`src/include/tws_cfg.svh`:
```
// Purpose: constants for the two-wire register slave
// Assumes: included by bare name
// Notes: offsets, bus codes and counts of the slave live here; state codes are in tws_pkg
`ifndef TWS_CFG_SVH
`define TWS_CFG_SVH
// ---------------------------------------------------------------
// bus address and direction
// ---------------------------------------------------------------
`define TWS_ADDR_HI 5'h12
`define TWS_DIR_WRITE 1'h0
`define TWS_DIR_READ 1'h1
// ---------------------------------------------------------------
// framing
// ---------------------------------------------------------------
`define TWS_BIT_LAST 3'h7
`define TWS_BIT_ZERO 3'h0
`define TWS_PTR_RST 8'h00
`define TWS_BYTE_RST 8'h00
// ---------------------------------------------------------------
// rates: system clock 100 MHz, bus up to 400 kHz
// ---------------------------------------------------------------
`define TWS_MCLK_KHZ 100000
`define TWS_FAST_KHZ 400
`define TWS_STD_KHZ 100
`endif

```
`src/include/tws_pkg.sv`:
```
// Purpose: types for the two-wire register slave
// Assumes: tws_cfg.svh holds the numbers
// Notes: one-hot state codes written out
package tws_pkg;
    // ---------------------------------------------------------------
    // controller states
    // ---------------------------------------------------------------
    typedef enum logic [6:0] {
        ST_IDLE = 7'h01,
        ST_ADDR = 7'h02,
        ST_AACK = 7'h04,
        ST_RXB = 7'h08,
        ST_RACK = 7'h10,
        ST_TXB = 7'h20,
        ST_TACK = 7'h40
    } tws_state_t;
    // register file request towards the device core
    typedef struct packed {
        logic [7:0] ptr;
        logic [7:0] data;
        logic wr;
    } tws_req_t;
endpackage

```
`src/verilog/tws_slave.sv`:
```
// Purpose: two-wire slave port writing and reading 8-bit registers
// Assumes: mclk far faster than the serial clock (100 MHz vs 400 kHz)
// Notes: register storage itself lives outside; read data is rd_data
`timescale 1ns/1ns
`include "tws_cfg.svh"
module tws_slave (
    // clock and reset
    input wire logic mclk,
    input wire logic rstn,
    // serial pins
    input wire logic scl_in,
    input wire logic sda_in,
    output logic sda_out,
    output logic sda_oe_n,
    // address select pins
    input wire logic [1:0] addr_sel,
    // register side
    output tws_pkg::tws_req_t reg_req,
    output logic reg_wr,
    input wire logic [7:0] rd_data,
    output logic [7:0] ptr
);
    // ---------------------------------------------------------------
    // pin synchronisers
    // ---------------------------------------------------------------
    // three stages; a change counts when the last two agree
    logic [2:0] scl_sy;
    logic [2:0] sda_sy;
    logic scl_f;
    logic sda_f;
    always_ff @(posedge mclk) begin
        if (!rstn) begin
            scl_sy <= 3'h7;
            sda_sy <= 3'h7;
        end else begin
            scl_sy <= {scl_sy[1:0], scl_in};
            sda_sy <= {sda_sy[1:0], sda_in};
        end
    end
    // filtered levels hold until stages 2 and 3 agree
    wire scl_agree = (scl_sy[1] == scl_sy[2]);
    wire sda_agree = (sda_sy[1] == sda_sy[2]);
    wire next_scl_f = scl_agree ? scl_sy[2] : scl_f;
    wire next_sda_f = sda_agree ? sda_sy[2] : sda_f;
    always_ff @(posedge mclk) begin
        if (!rstn) begin
            scl_f <= 1'h1;
            sda_f <= 1'h1;
        end else begin
            scl_f <= next_scl_f;
            sda_f <= next_sda_f;
        end
    end
    // ---------------------------------------------------------------
    // bus events
    // ---------------------------------------------------------------
    // 10 ns sampling gives 250 samples per fast-rate period
    wire scl_rise = next_scl_f & ~scl_f;
    wire scl_fall = ~next_scl_f & scl_f;
    wire start_ev = scl_f & next_scl_f & sda_f & ~next_sda_f;
    wire stop_ev = scl_f & next_scl_f & ~sda_f & next_sda_f;
    // ---------------------------------------------------------------
    // byte engine
    // ---------------------------------------------------------------
    tws_pkg::tws_state_t state;
    tws_pkg::tws_state_t next_state;
    logic [7:0] shreg;
    logic [2:0] bitcnt;
    logic is_read;
    logic ptr_phase;
    logic [7:0] txbyte;
    logic ack_low;
    wire [7:0] next_shreg = {shreg[6:0], sda_f};
    wire addr_hit = (next_shreg[7:1] == {`TWS_ADDR_HI, addr_sel});
    wire last_bit = (bitcnt == `TWS_BIT_LAST);
    // next state on the events that move the engine
    always_comb begin
        next_state = state;
        if (start_ev) begin
            next_state = tws_pkg::ST_ADDR;
        end else if (stop_ev) begin
            next_state = tws_pkg::ST_IDLE;
        end else begin
            case (state)
                tws_pkg::ST_IDLE: begin
                    next_state = tws_pkg::ST_IDLE;
                end
                tws_pkg::ST_ADDR: begin
                    if (scl_rise && last_bit) begin
                        next_state = addr_hit ? tws_pkg::ST_AACK
                                              : tws_pkg::ST_IDLE;
                    end
                end
                tws_pkg::ST_AACK: begin
                    // first fall arms the ack, second fall ends it
                    if (scl_fall && ack_low) begin
                        next_state = is_read ? tws_pkg::ST_TXB
                                             : tws_pkg::ST_RXB;
                    end
                end
                tws_pkg::ST_RXB: begin
                    if (scl_rise && last_bit) begin
                        next_state = tws_pkg::ST_RACK;
                    end
                end
                tws_pkg::ST_RACK: begin
                    if (scl_fall && ack_low) begin
                        next_state = tws_pkg::ST_RXB;
                    end
                end
                tws_pkg::ST_TXB: begin
                    if (scl_fall && last_bit) begin
                        next_state = tws_pkg::ST_TACK;
                    end
                end
                tws_pkg::ST_TACK: begin
                    // master ack reads again; nack releases the line
                    if (scl_rise) begin
                        next_state = sda_f ? tws_pkg::ST_IDLE
                                           : tws_pkg::ST_TXB;
                    end
                end
                default: begin
                    next_state = tws_pkg::ST_IDLE;
                end
            endcase
        end
    end
    // state register
    always_ff @(posedge mclk) begin
        if (!rstn) begin
            state <= tws_pkg::ST_IDLE;
        end else begin
            state <= next_state;
        end
    end
    // bit counter: counts scl rises in receive, falls in transmit
    wire rx_st = (state == tws_pkg::ST_ADDR) || (state == tws_pkg::ST_RXB);
    wire cnt_step = (rx_st && scl_rise) ||
                    ((state == tws_pkg::ST_TXB) && scl_fall);
    wire cnt_clr = start_ev || (next_state != state);
    wire [2:0] next_bitcnt = cnt_clr ? `TWS_BIT_ZERO
                           : cnt_step ? bitcnt + 3'h1 : bitcnt;
    always_ff @(posedge mclk) begin
        if (!rstn) begin
            bitcnt <= `TWS_BIT_ZERO;
        end else begin
            bitcnt <= next_bitcnt;
        end
    end
    // receive shift, msb first; latch direction at the address byte
    always_ff @(posedge mclk) begin
        if (!rstn) begin
            shreg <= `TWS_BYTE_RST;
            is_read <= `TWS_DIR_WRITE;
        end else if (rx_st && scl_rise) begin
            shreg <= next_shreg;
            if (state == tws_pkg::ST_ADDR && last_bit) begin
                is_read <= sda_f;
            end
        end
    end
    // ack slot: drive only after scl falls, so data never moves while
    // scl is high and no false start or stop is made by the slave
    wire ack_wait = (state == tws_pkg::ST_AACK) ||
                    (state == tws_pkg::ST_RACK);
    wire ack_arm = ack_wait && scl_fall && !ack_low;
    always_ff @(posedge mclk) begin
        if (!rstn) begin
            ack_low <= 1'h0;
        end else if (next_state != state) begin
            ack_low <= 1'h0;
        end else if (ack_arm) begin
            ack_low <= 1'h1;
        end
    end
    // first byte of a write transfer is the pointer, later ones data
    wire byte_done = (state == tws_pkg::ST_RXB) && scl_rise && last_bit;
    wire ptr_load = byte_done && ptr_phase;
    wire data_store = byte_done && !ptr_phase;
    always_ff @(posedge mclk) begin
        if (!rstn) begin
            ptr_phase <= 1'h1;
        end else if (state == tws_pkg::ST_AACK) begin
            ptr_phase <= 1'h1;
        end else if (byte_done) begin
            ptr_phase <= 1'h0;
        end
    end
    // pointer held until reset or next write transfer
    always_ff @(posedge mclk) begin
        if (!rstn) begin
            ptr <= `TWS_PTR_RST;
        end else if (ptr_load) begin
            ptr <= next_shreg;
        end
    end
    // write strobe and request, one cycle per received data byte
    always_ff @(posedge mclk) begin
        if (!rstn) begin
            reg_wr <= 1'h0;
            reg_req <= '0;
        end else begin
            reg_wr <= data_store;
            if (data_store) begin
                reg_req <= '{ptr: ptr, data: next_shreg, wr: 1'h1};
            end else begin
                reg_req.wr <= 1'h0;
            end
        end
    end
    // transmit byte captured from the retained register at address ack end or at the scl rise of a master ack
    wire tx_load = (state == tws_pkg::ST_AACK && scl_fall && ack_low
                    && is_read) ||
                   (state == tws_pkg::ST_TACK && scl_rise && !sda_f);
    always_ff @(posedge mclk) begin
        if (!rstn) begin
            txbyte <= `TWS_BYTE_RST;
        end else if (tx_load) begin
            txbyte <= rd_data;
        end else if (state == tws_pkg::ST_TXB && scl_fall) begin
            txbyte <= {txbyte[6:0], 1'h0};
        end
    end
    // ---------------------------------------------------------------
    // data line driver
    // ---------------------------------------------------------------
    // pull low only for acks and zero read bits; changes follow scl low, except the first bit after a master ack, set at scl rise
    wire ack_st = ack_wait && (next_state == state) &&
                  (ack_low || ack_arm);
    wire tx_low = (next_state == tws_pkg::ST_TXB) &&
                  !(tx_load ? rd_data[7] : txbyte[7]);
    wire drive_low = ack_st || tx_low;
    always_ff @(posedge mclk) begin
        if (!rstn) begin
            sda_out <= 1'h1;
            sda_oe_n <= 1'h1;
        end else begin
            sda_out <= 1'h0;
            sda_oe_n <= !drive_low;
        end
    end
endmodule
```
`config.mk`:
```
export PLATFORM = sky130hd
export DESIGN_NAME = tws_slave
export DESIGN_NICKNAME = d
export VERILOG_FILES = /design/src/include/tws_pkg.sv /design/src/verilog/tws_slave.sv
export VERILOG_INCLUDE_DIRS = /design/src /design/src/include
export SDC_FILE = /design/constraint.sdc
export NUM_CORES = 1
export LEC_CHECK = 0
export BUFFER_PORTS_ARGS = -buffer_cell sky130_fd_sc_hd__buf_2
export CORE_MARGIN = 3
export CORE_UTILIZATION = 57
export DETAILED_ROUTE_END_ITERATION = 12
export GPL_TIMING_DRIVEN = 0
export PLACE_DENSITY_LB_ADDON = 0.05
export SLEW_MARGIN = 15
export SYNTH_ARGS = -nofsm -noshare
export SYNTH_HDL_FRONTEND = slang
export SYNTH_SLANG_ARGS = --single-unit
```
`constraint.sdc`:
```
create_clock -name mclk -period 2.4 [get_ports mclk]
set_input_delay 0 -clock mclk [delete_from_list [all_inputs] [get_ports mclk]]
set_output_delay 0 -clock mclk [all_outputs]
set_load 0.005 [all_outputs]
```
==> results.cfg, run 1 <==
[worst_setup_path]
start_kind = register
cpPeakStageDelay_ps = 430
path_buf_inv = 2
crit_family = simple AND/OR/NAND/NOR gates
cp.required_ps = 2660
crit_type = reg2reg
critPathCaptureType = register
crit_fanout = 8
crit_path_frequent_cell = buf_6
slowest_stage = o41a_1
crit_arrival_ps = 2600
worstPathCellList = buf_6 -> or3_4 -> buf_6 -> nand2b_4 -> o41a_1 -> a221oi_2 -> nand4_2 -> nor3_2

[timing]
tightest_slew_ps = 555
setup_violations = 0
timing.final.crit_share_pct = 97.6
slew_headroom_pct = 63.0
hold_violations = 0
fin_crit_ps = 2340
holdWs_ps = 149
finClkSkew_ps = 10.3
slew_viol_final = 0
max_freq_mhz = 427

[global_routing]
grt_pass1_vias = 2413
grtUsageTotal_pct = 24.8
grt_antenna_before_repair = 0
grt_pass1_wl_um = 11800
overflow = 0
grt_max_degree = 13

[finish]
multi_input_area_mm2 = 0.00159
layout.area.seq_mm2 = 0.00126
layout-drive-gt1-share_pct = 25.8
fin_nets = 411
final_cells = 467
n_antenna_cell = 0
n_fill_cell = 371
final_core_util_pct = 74.7
syn_to_final_growth_pct = 22.4

[place]
dpl.hpwl_um = 5210
finalWeightedCongestion = 0.960
numPortBuffers = 41
placedCellCount = 441

[pwr]
p_leak_uw = 0.00148
power.total_uw = 2150
p_per_area_mw_per_mm2 = 587
ir_drop_mv = 0.571

[status]
status = completed

[clocking]
cts_root_buf = clkbuf_8
cts_tree = done
cts.reportedPaths.clkPinSlew_ps = 70
htreeDepth = 3
cts_buffers = 9
cts.sinks = 63
clk_latency_ps = 340
cts_max_path_buffers = 2

[logic_synthesis]
syn-cell-area_mm2 = 0.00300
synth-seq-area-share_pct = 42.1
synth_top_family_by_area = simple AND/OR/NAND/NOR gates
synth_fa_ha_area_share_pct = 0.835
synth_edf_count = 0
mappedNetlistNets = 349
synth_compound_area_share_pct = 17.5
yosys-top-cells-area = dfxtp_1, nand2_1, a21oi_1
synthSimpleGateAreaFrac_pct = 25.9
synth_cell_types = 63
synth_commonest_cells = dfxtp_1, nand2_1, a21oi_1
synth_top_area_share_pct = 42.1
synth_mux_area_share_pct = 5.72
synth-xor-area-share_pct = 1.75
post-synth-top-count-cell = dfxtp_1
synth-seq-cells = 63
syn_inst = 333
syn_avg_cell_area_um2 = 9.00
yosysWarnings = 0
ys.flop_type = dfxtp_1
synthArstFlopShare_pct = 0
yosysTopAreaCell = dfxtp_1

[routing]
via_per_inst = 5.80
dr.first_iter.drc_count = 331
vias = 2707
drt-total-wl_um = 7490
wl_per_cell_um = 16.0
drc = 0
postRouteAntennaNets = 0
firstDrtPassIters = 5

[floorplan]
fp-row-count = 25
floorplan.initialDensity_pct = 61.0
ios = 42
die_h_um = 78.5
die-area_mm2 = 0.00616
coreArea_mm2 = 0.00491
die_w_um = 78.5

[flow_run]
cap_violations = 0

[worst_hold_path]
min_path_type = in2reg
==> per-stage QoR <==
| stage | instance area (µm²) | setup WS, ps | setup TNS (ps) |
|---|---|---|---|
| 2_1_floorplan | 3000 | 311 | 0 |
| 3_5_place_dp | 3290 | -56.2 | -472 |
| 4_1_cts | 3620 | 6.72 | 0 |
| 3_3_place_gp | 3290 | -71.8 | -666 |
| 5_1_grt | 3670 | -17.8 | -31.0 |
| 6_report | 3670 | 57.4 | 0 |
==> placed cells by master, fill, tap and decap left out, types with 2 or more instances in the layout <==
master	n
xnor2_1	6
buf_2	42
bufinv_16	2
o21ai_1	2
nor3_1	4
o21ai_0	5
nor4_1	3
nand2_1	47
a211oi_1	6
clkbuf_1	8
clkbuf_8	14
dfxtp_1	63
o211ai_1	3
a21oi_1	34
nand2b_1	11
nor2_1	28
nor3_2	5
dlygate4sd3_1	10
and2_1	2
nor4b_1	3
or2_2	2
nand4_1	2
o22ai_1	3
buf_4	5
a31oi_1	2
buf_6	4
clkinv_1	2
or3b_2	2
o31a_1	2
and3b_1	2
mux2i_1	16
nand3_1	15
clkinvlp_4	2
nor2b_1	3
==> repair_timing <==
action                                  CTS  global route
pin swaps                                 1             4
gates cloned                              0             0
setup buffers                             1             1
resized for setup                         0            17
hold buffers                             10             0
endpoints found under the setup margin   10            17
hold endpoints to repair                 10             0
==> area by class of cell <==
cell class	instances	share of cell area [%]
plain buffers	22	4.64
clock buffers	10	3.75
clock inverters	6	2.52
inverters	3	0.307
multi-input cells	243	43.4
flip-flops and latches	63	34.4
well taps	67	2.29
repair buffers	53	8.73
==> sequential cells by signal (all words and copies together) (netlist names) <==
signal     count
ack_low        1
bitcnt         3
is_read        1
ptr            8
ptr_phase      1
reg_req       17
scl_f          1
scl_sy         3
sda_f          1
sda_oe_n       1
sda_out        1
sda_sy         3
shreg          7
state          7
txbyte         8
==> tightest hold or removal path: cells and delay by family <==
kind | cells | cell delay, ps
compound gates | 2 | 220
buf+inv | 1 | 70
simple gates | 1 | 160
==> path summary, 6_finish.rpt <==
kind | to | start | slack, ps | depth (start not counted)
worst max-delay path | bitcnt[0]$_SDFFE_PP0P_ | state[1]$_SDFF_PN0_ | 60 | 8
worst min-delay path | txbyte[7]$_SDFFE_PN0P_ | rd_data[7] | 150 | 4
worst max register to register | bitcnt[0]$_SDFFE_PP0P_ | state[1]$_SDFF_PN0_ | 60 | 8
worst min register to register | scl_sy[1]$_SDFF_PN1_ | scl_sy[0]$_SDFF_PN1_ | 410 | 1
==> per-layer routing <==
metal / up-vias / wire (µm) / track usage [%]
met4: 0 / 132 / 10.7
met3: 16 / 587 / 5.39
li1: 1314 / - / -
met5: - / 0 / 0
met1: 1254 / 3500 / 35.8
met2: 123 / 3270 / 35.2
==> logic make-up after synthesis <==
kind of cell,count (synthesis)
flops,63
mux,17
simple gates,144
xor+xnor,6
buf+inv,27
fa+ha+maj,2
compound gates,74
==> power by group <==
part           internal, µW  switching, µW  total (µW)
logic                  30.6           31.4        62.0
clock network           618            422        1040
registers              1050           2.12        1050
total                  1700            456        2150
No activity file was read; power rests on OpenSTA's default activity.
==> run 2: changes to the inputs <==
--- a/config.mk
+++ b/config.mk
@@ -8,7 +8,7 @@
 export LEC_CHECK = 0
 export BUFFER_PORTS_ARGS = -buffer_cell sky130_fd_sc_hd__buf_2
 export CORE_MARGIN = 3
-export CORE_UTILIZATION = 57
+export CORE_UTILIZATION = 50
 export DETAILED_ROUTE_END_ITERATION = 12
 export GPL_TIMING_DRIVEN = 0
 export PLACE_DENSITY_LB_ADDON = 0.05
==> run 2 against run 1 <==
  * Die area grew 13%
  * Clock power is essentially flat
  * First-iteration DRC count fell by 50%
  * Non-clock buffer count unchanged
  * Count of clock-buffer cells in the layout is the same
  * Combinational power fell by 1%
  * Wire length shrank 2.9%
  * Sequential share of layout area rose by 0.21 points
  * Critical path depth did not move
  * Fmax grew 1.6%
  * Hold slack worse by 8.3 ps
  * Via count shrank 2.8%
  * Largest cell class unchanged
==> results.cfg, run 2 (synthesis results as in run 1) <==
[timing]
setup_violations = 0
tightest_slew_ps = 546
slew_headroom_pct = 63.5
hold_violations = 0
max_freq_mhz = 434
layout_setup_ws_ps = 93.3
finClkSkew_ps = 10.5
rsz0062_at_grt = yes
fin_crit_ps = 2310
slew_viol_final = 0
timing.final.crit_share_pct = 96.1

[worst_hold_path]
min_path_type = in2reg
hold_depth = 4

[global_routing]
overflow = 0
grt_pass1_wl_um = 12100
grt_pass1_vias = 2472
grt_antenna_before_repair = 0
grtUsageTotal_pct = 21.6
grt_max_degree = 13

[clocking]
cts.sinks = 63
cts_buffers = 9
cts.reportedPaths.clkPinSlew_ps = 70
clk_latency_ps = 350
cts_tree = done
cts_root_buf = clkbuf_8
htreeDepth = 3
cts_max_path_buffers = 2

[finish]
layout-drive-gt1-share_pct = 24.0
n_fill_cell = 490
reg_top3 = reg_req: 17 flops, ptr: 8 flops, txbyte: 8 flops
n_antenna_cell = 0
fin_nets = 411
regMostFlops = reg_req
largest_reg_flops = 17
final_common_cell = dfxtp_1
final_core_util_pct = 64.6
mostFrequentLayoutCells = dfxtp_1, nand2_1, buf_2
syn_to_final_growth_pct = 21.6
stdcell_area_mm2 = 0.00364

[floorplan]
fp-row-count = 27
die_w_um = 83.4
die-area_mm2 = 0.00696
floorplan.initialDensity_pct = 53.1
ios = 42
die_h_um = 83.4
coreArea_mm2 = 0.00564

[pwr]
ir_drop_mv = 0.554
power.total_uw = 2170
p_per_area_mw_per_mm2 = 595
p_leak_uw = 0.00147

[worst_setup_path]
rr_worst_depth = 8
crit_type = reg2reg
start_kind = register
critPathCaptureType = register
crit_arrival_ps = 2570
cp.required_ps = 2660
crit_fanout = 8

[routing]
firstDrtPassIters = 4
dr.first_iter.drc_count = 166
via_per_inst = 5.57
vias = 2630
wl_per_cell_um = 15.4
drc = 0
drt-total-wl_um = 7270
postRouteAntennaNets = 0

[place]
dpl.hpwl_um = 5150
numPortBuffers = 41
finalWeightedCongestion = 0.945
placed_cell_area_mm2 = 0.00329
dp_slack_ps = -88.2

[flow_run]
cap_violations = 0

[status]
status = completed
==> run 2: worst max-delay path, cell delays in order, from the launching register on <==
cell	delay (ps)
dfxtp_1	310
buf_6	130
or3_4	380
buf_6	150
nor4_4	350
a22oi_2	200
a21oi_1	290
o21ai_0	200
nor3_1	210
==> run 2: metal layers <==
metal  up-vias  share of wire (%)  global-route usage (%)  wire length [µm]
met5         -                  0                       0                 0
met4         0                1.2                    6.87                90
met3        10                6.3                    5.65               461
met2        64                 44                    32.9              3230
met1      1245                 48                    29.8              3490
li1       1311                  -                       -                 -
==> run 2: path summary, 6_finish.rpt <==
| kind | endpoint | from | slack (ps) |
|---|---|---|---|
| worst max-delay path | bitcnt[1]$_SDFFE_PP0P_ | state[1]$_SDFF_PN0_ | 90 |
| worst min-delay path | txbyte[7]$_SDFFE_PN0P_ | rd_data[7] | 140 |
| worst max register to register | bitcnt[1]$_SDFFE_PP0P_ | state[1]$_SDFF_PN0_ | 90 |
| worst min register to register | sda_sy[1]$_SDFF_PN1_ | sda_sy[0]$_SDFF_PN1_ | 410 |
==> run 2: layout make-up <==
type                       count  area [µm²]  area share (%)
tap                           72        90.1            2.47
multi-input combinational    243        1570            43.0
inverter                       3        11.3           0.309
clock buffer                  10         138            3.78
buffer                        23         171            4.70
sequential                    63        1260            34.6
clock inverter                 6        92.6            2.54
timing repair buffer          52         313            8.58
==> run 2: power by group <==
group / switching [µW] / internal (µW)
clock: 437 / 618
combinational: 31.6 / 29.8
sequential: 2.11 / 1050
total: 471 / 1700
==> run 2: through the flow <==
stage	instances	setup TNS (ps)	hold slack, ps
after CTS	473	0	135
after floorplan	333	0	73.1
after global routing	472	-30.8	195
after global placement	446	-539	182
after detailed placement	446	-1000	188
final	472	0	141
==> run 2: what timing repair did <==
action	4_1_cts	5_1_grt
pin swaps	1	1
buffers inserted	1	0
endpoints found under the setup margin	14	13
hold buffers	10	0
endpoints found under the hold margin	10	0
cloned	0	0
resized for setup	3	5
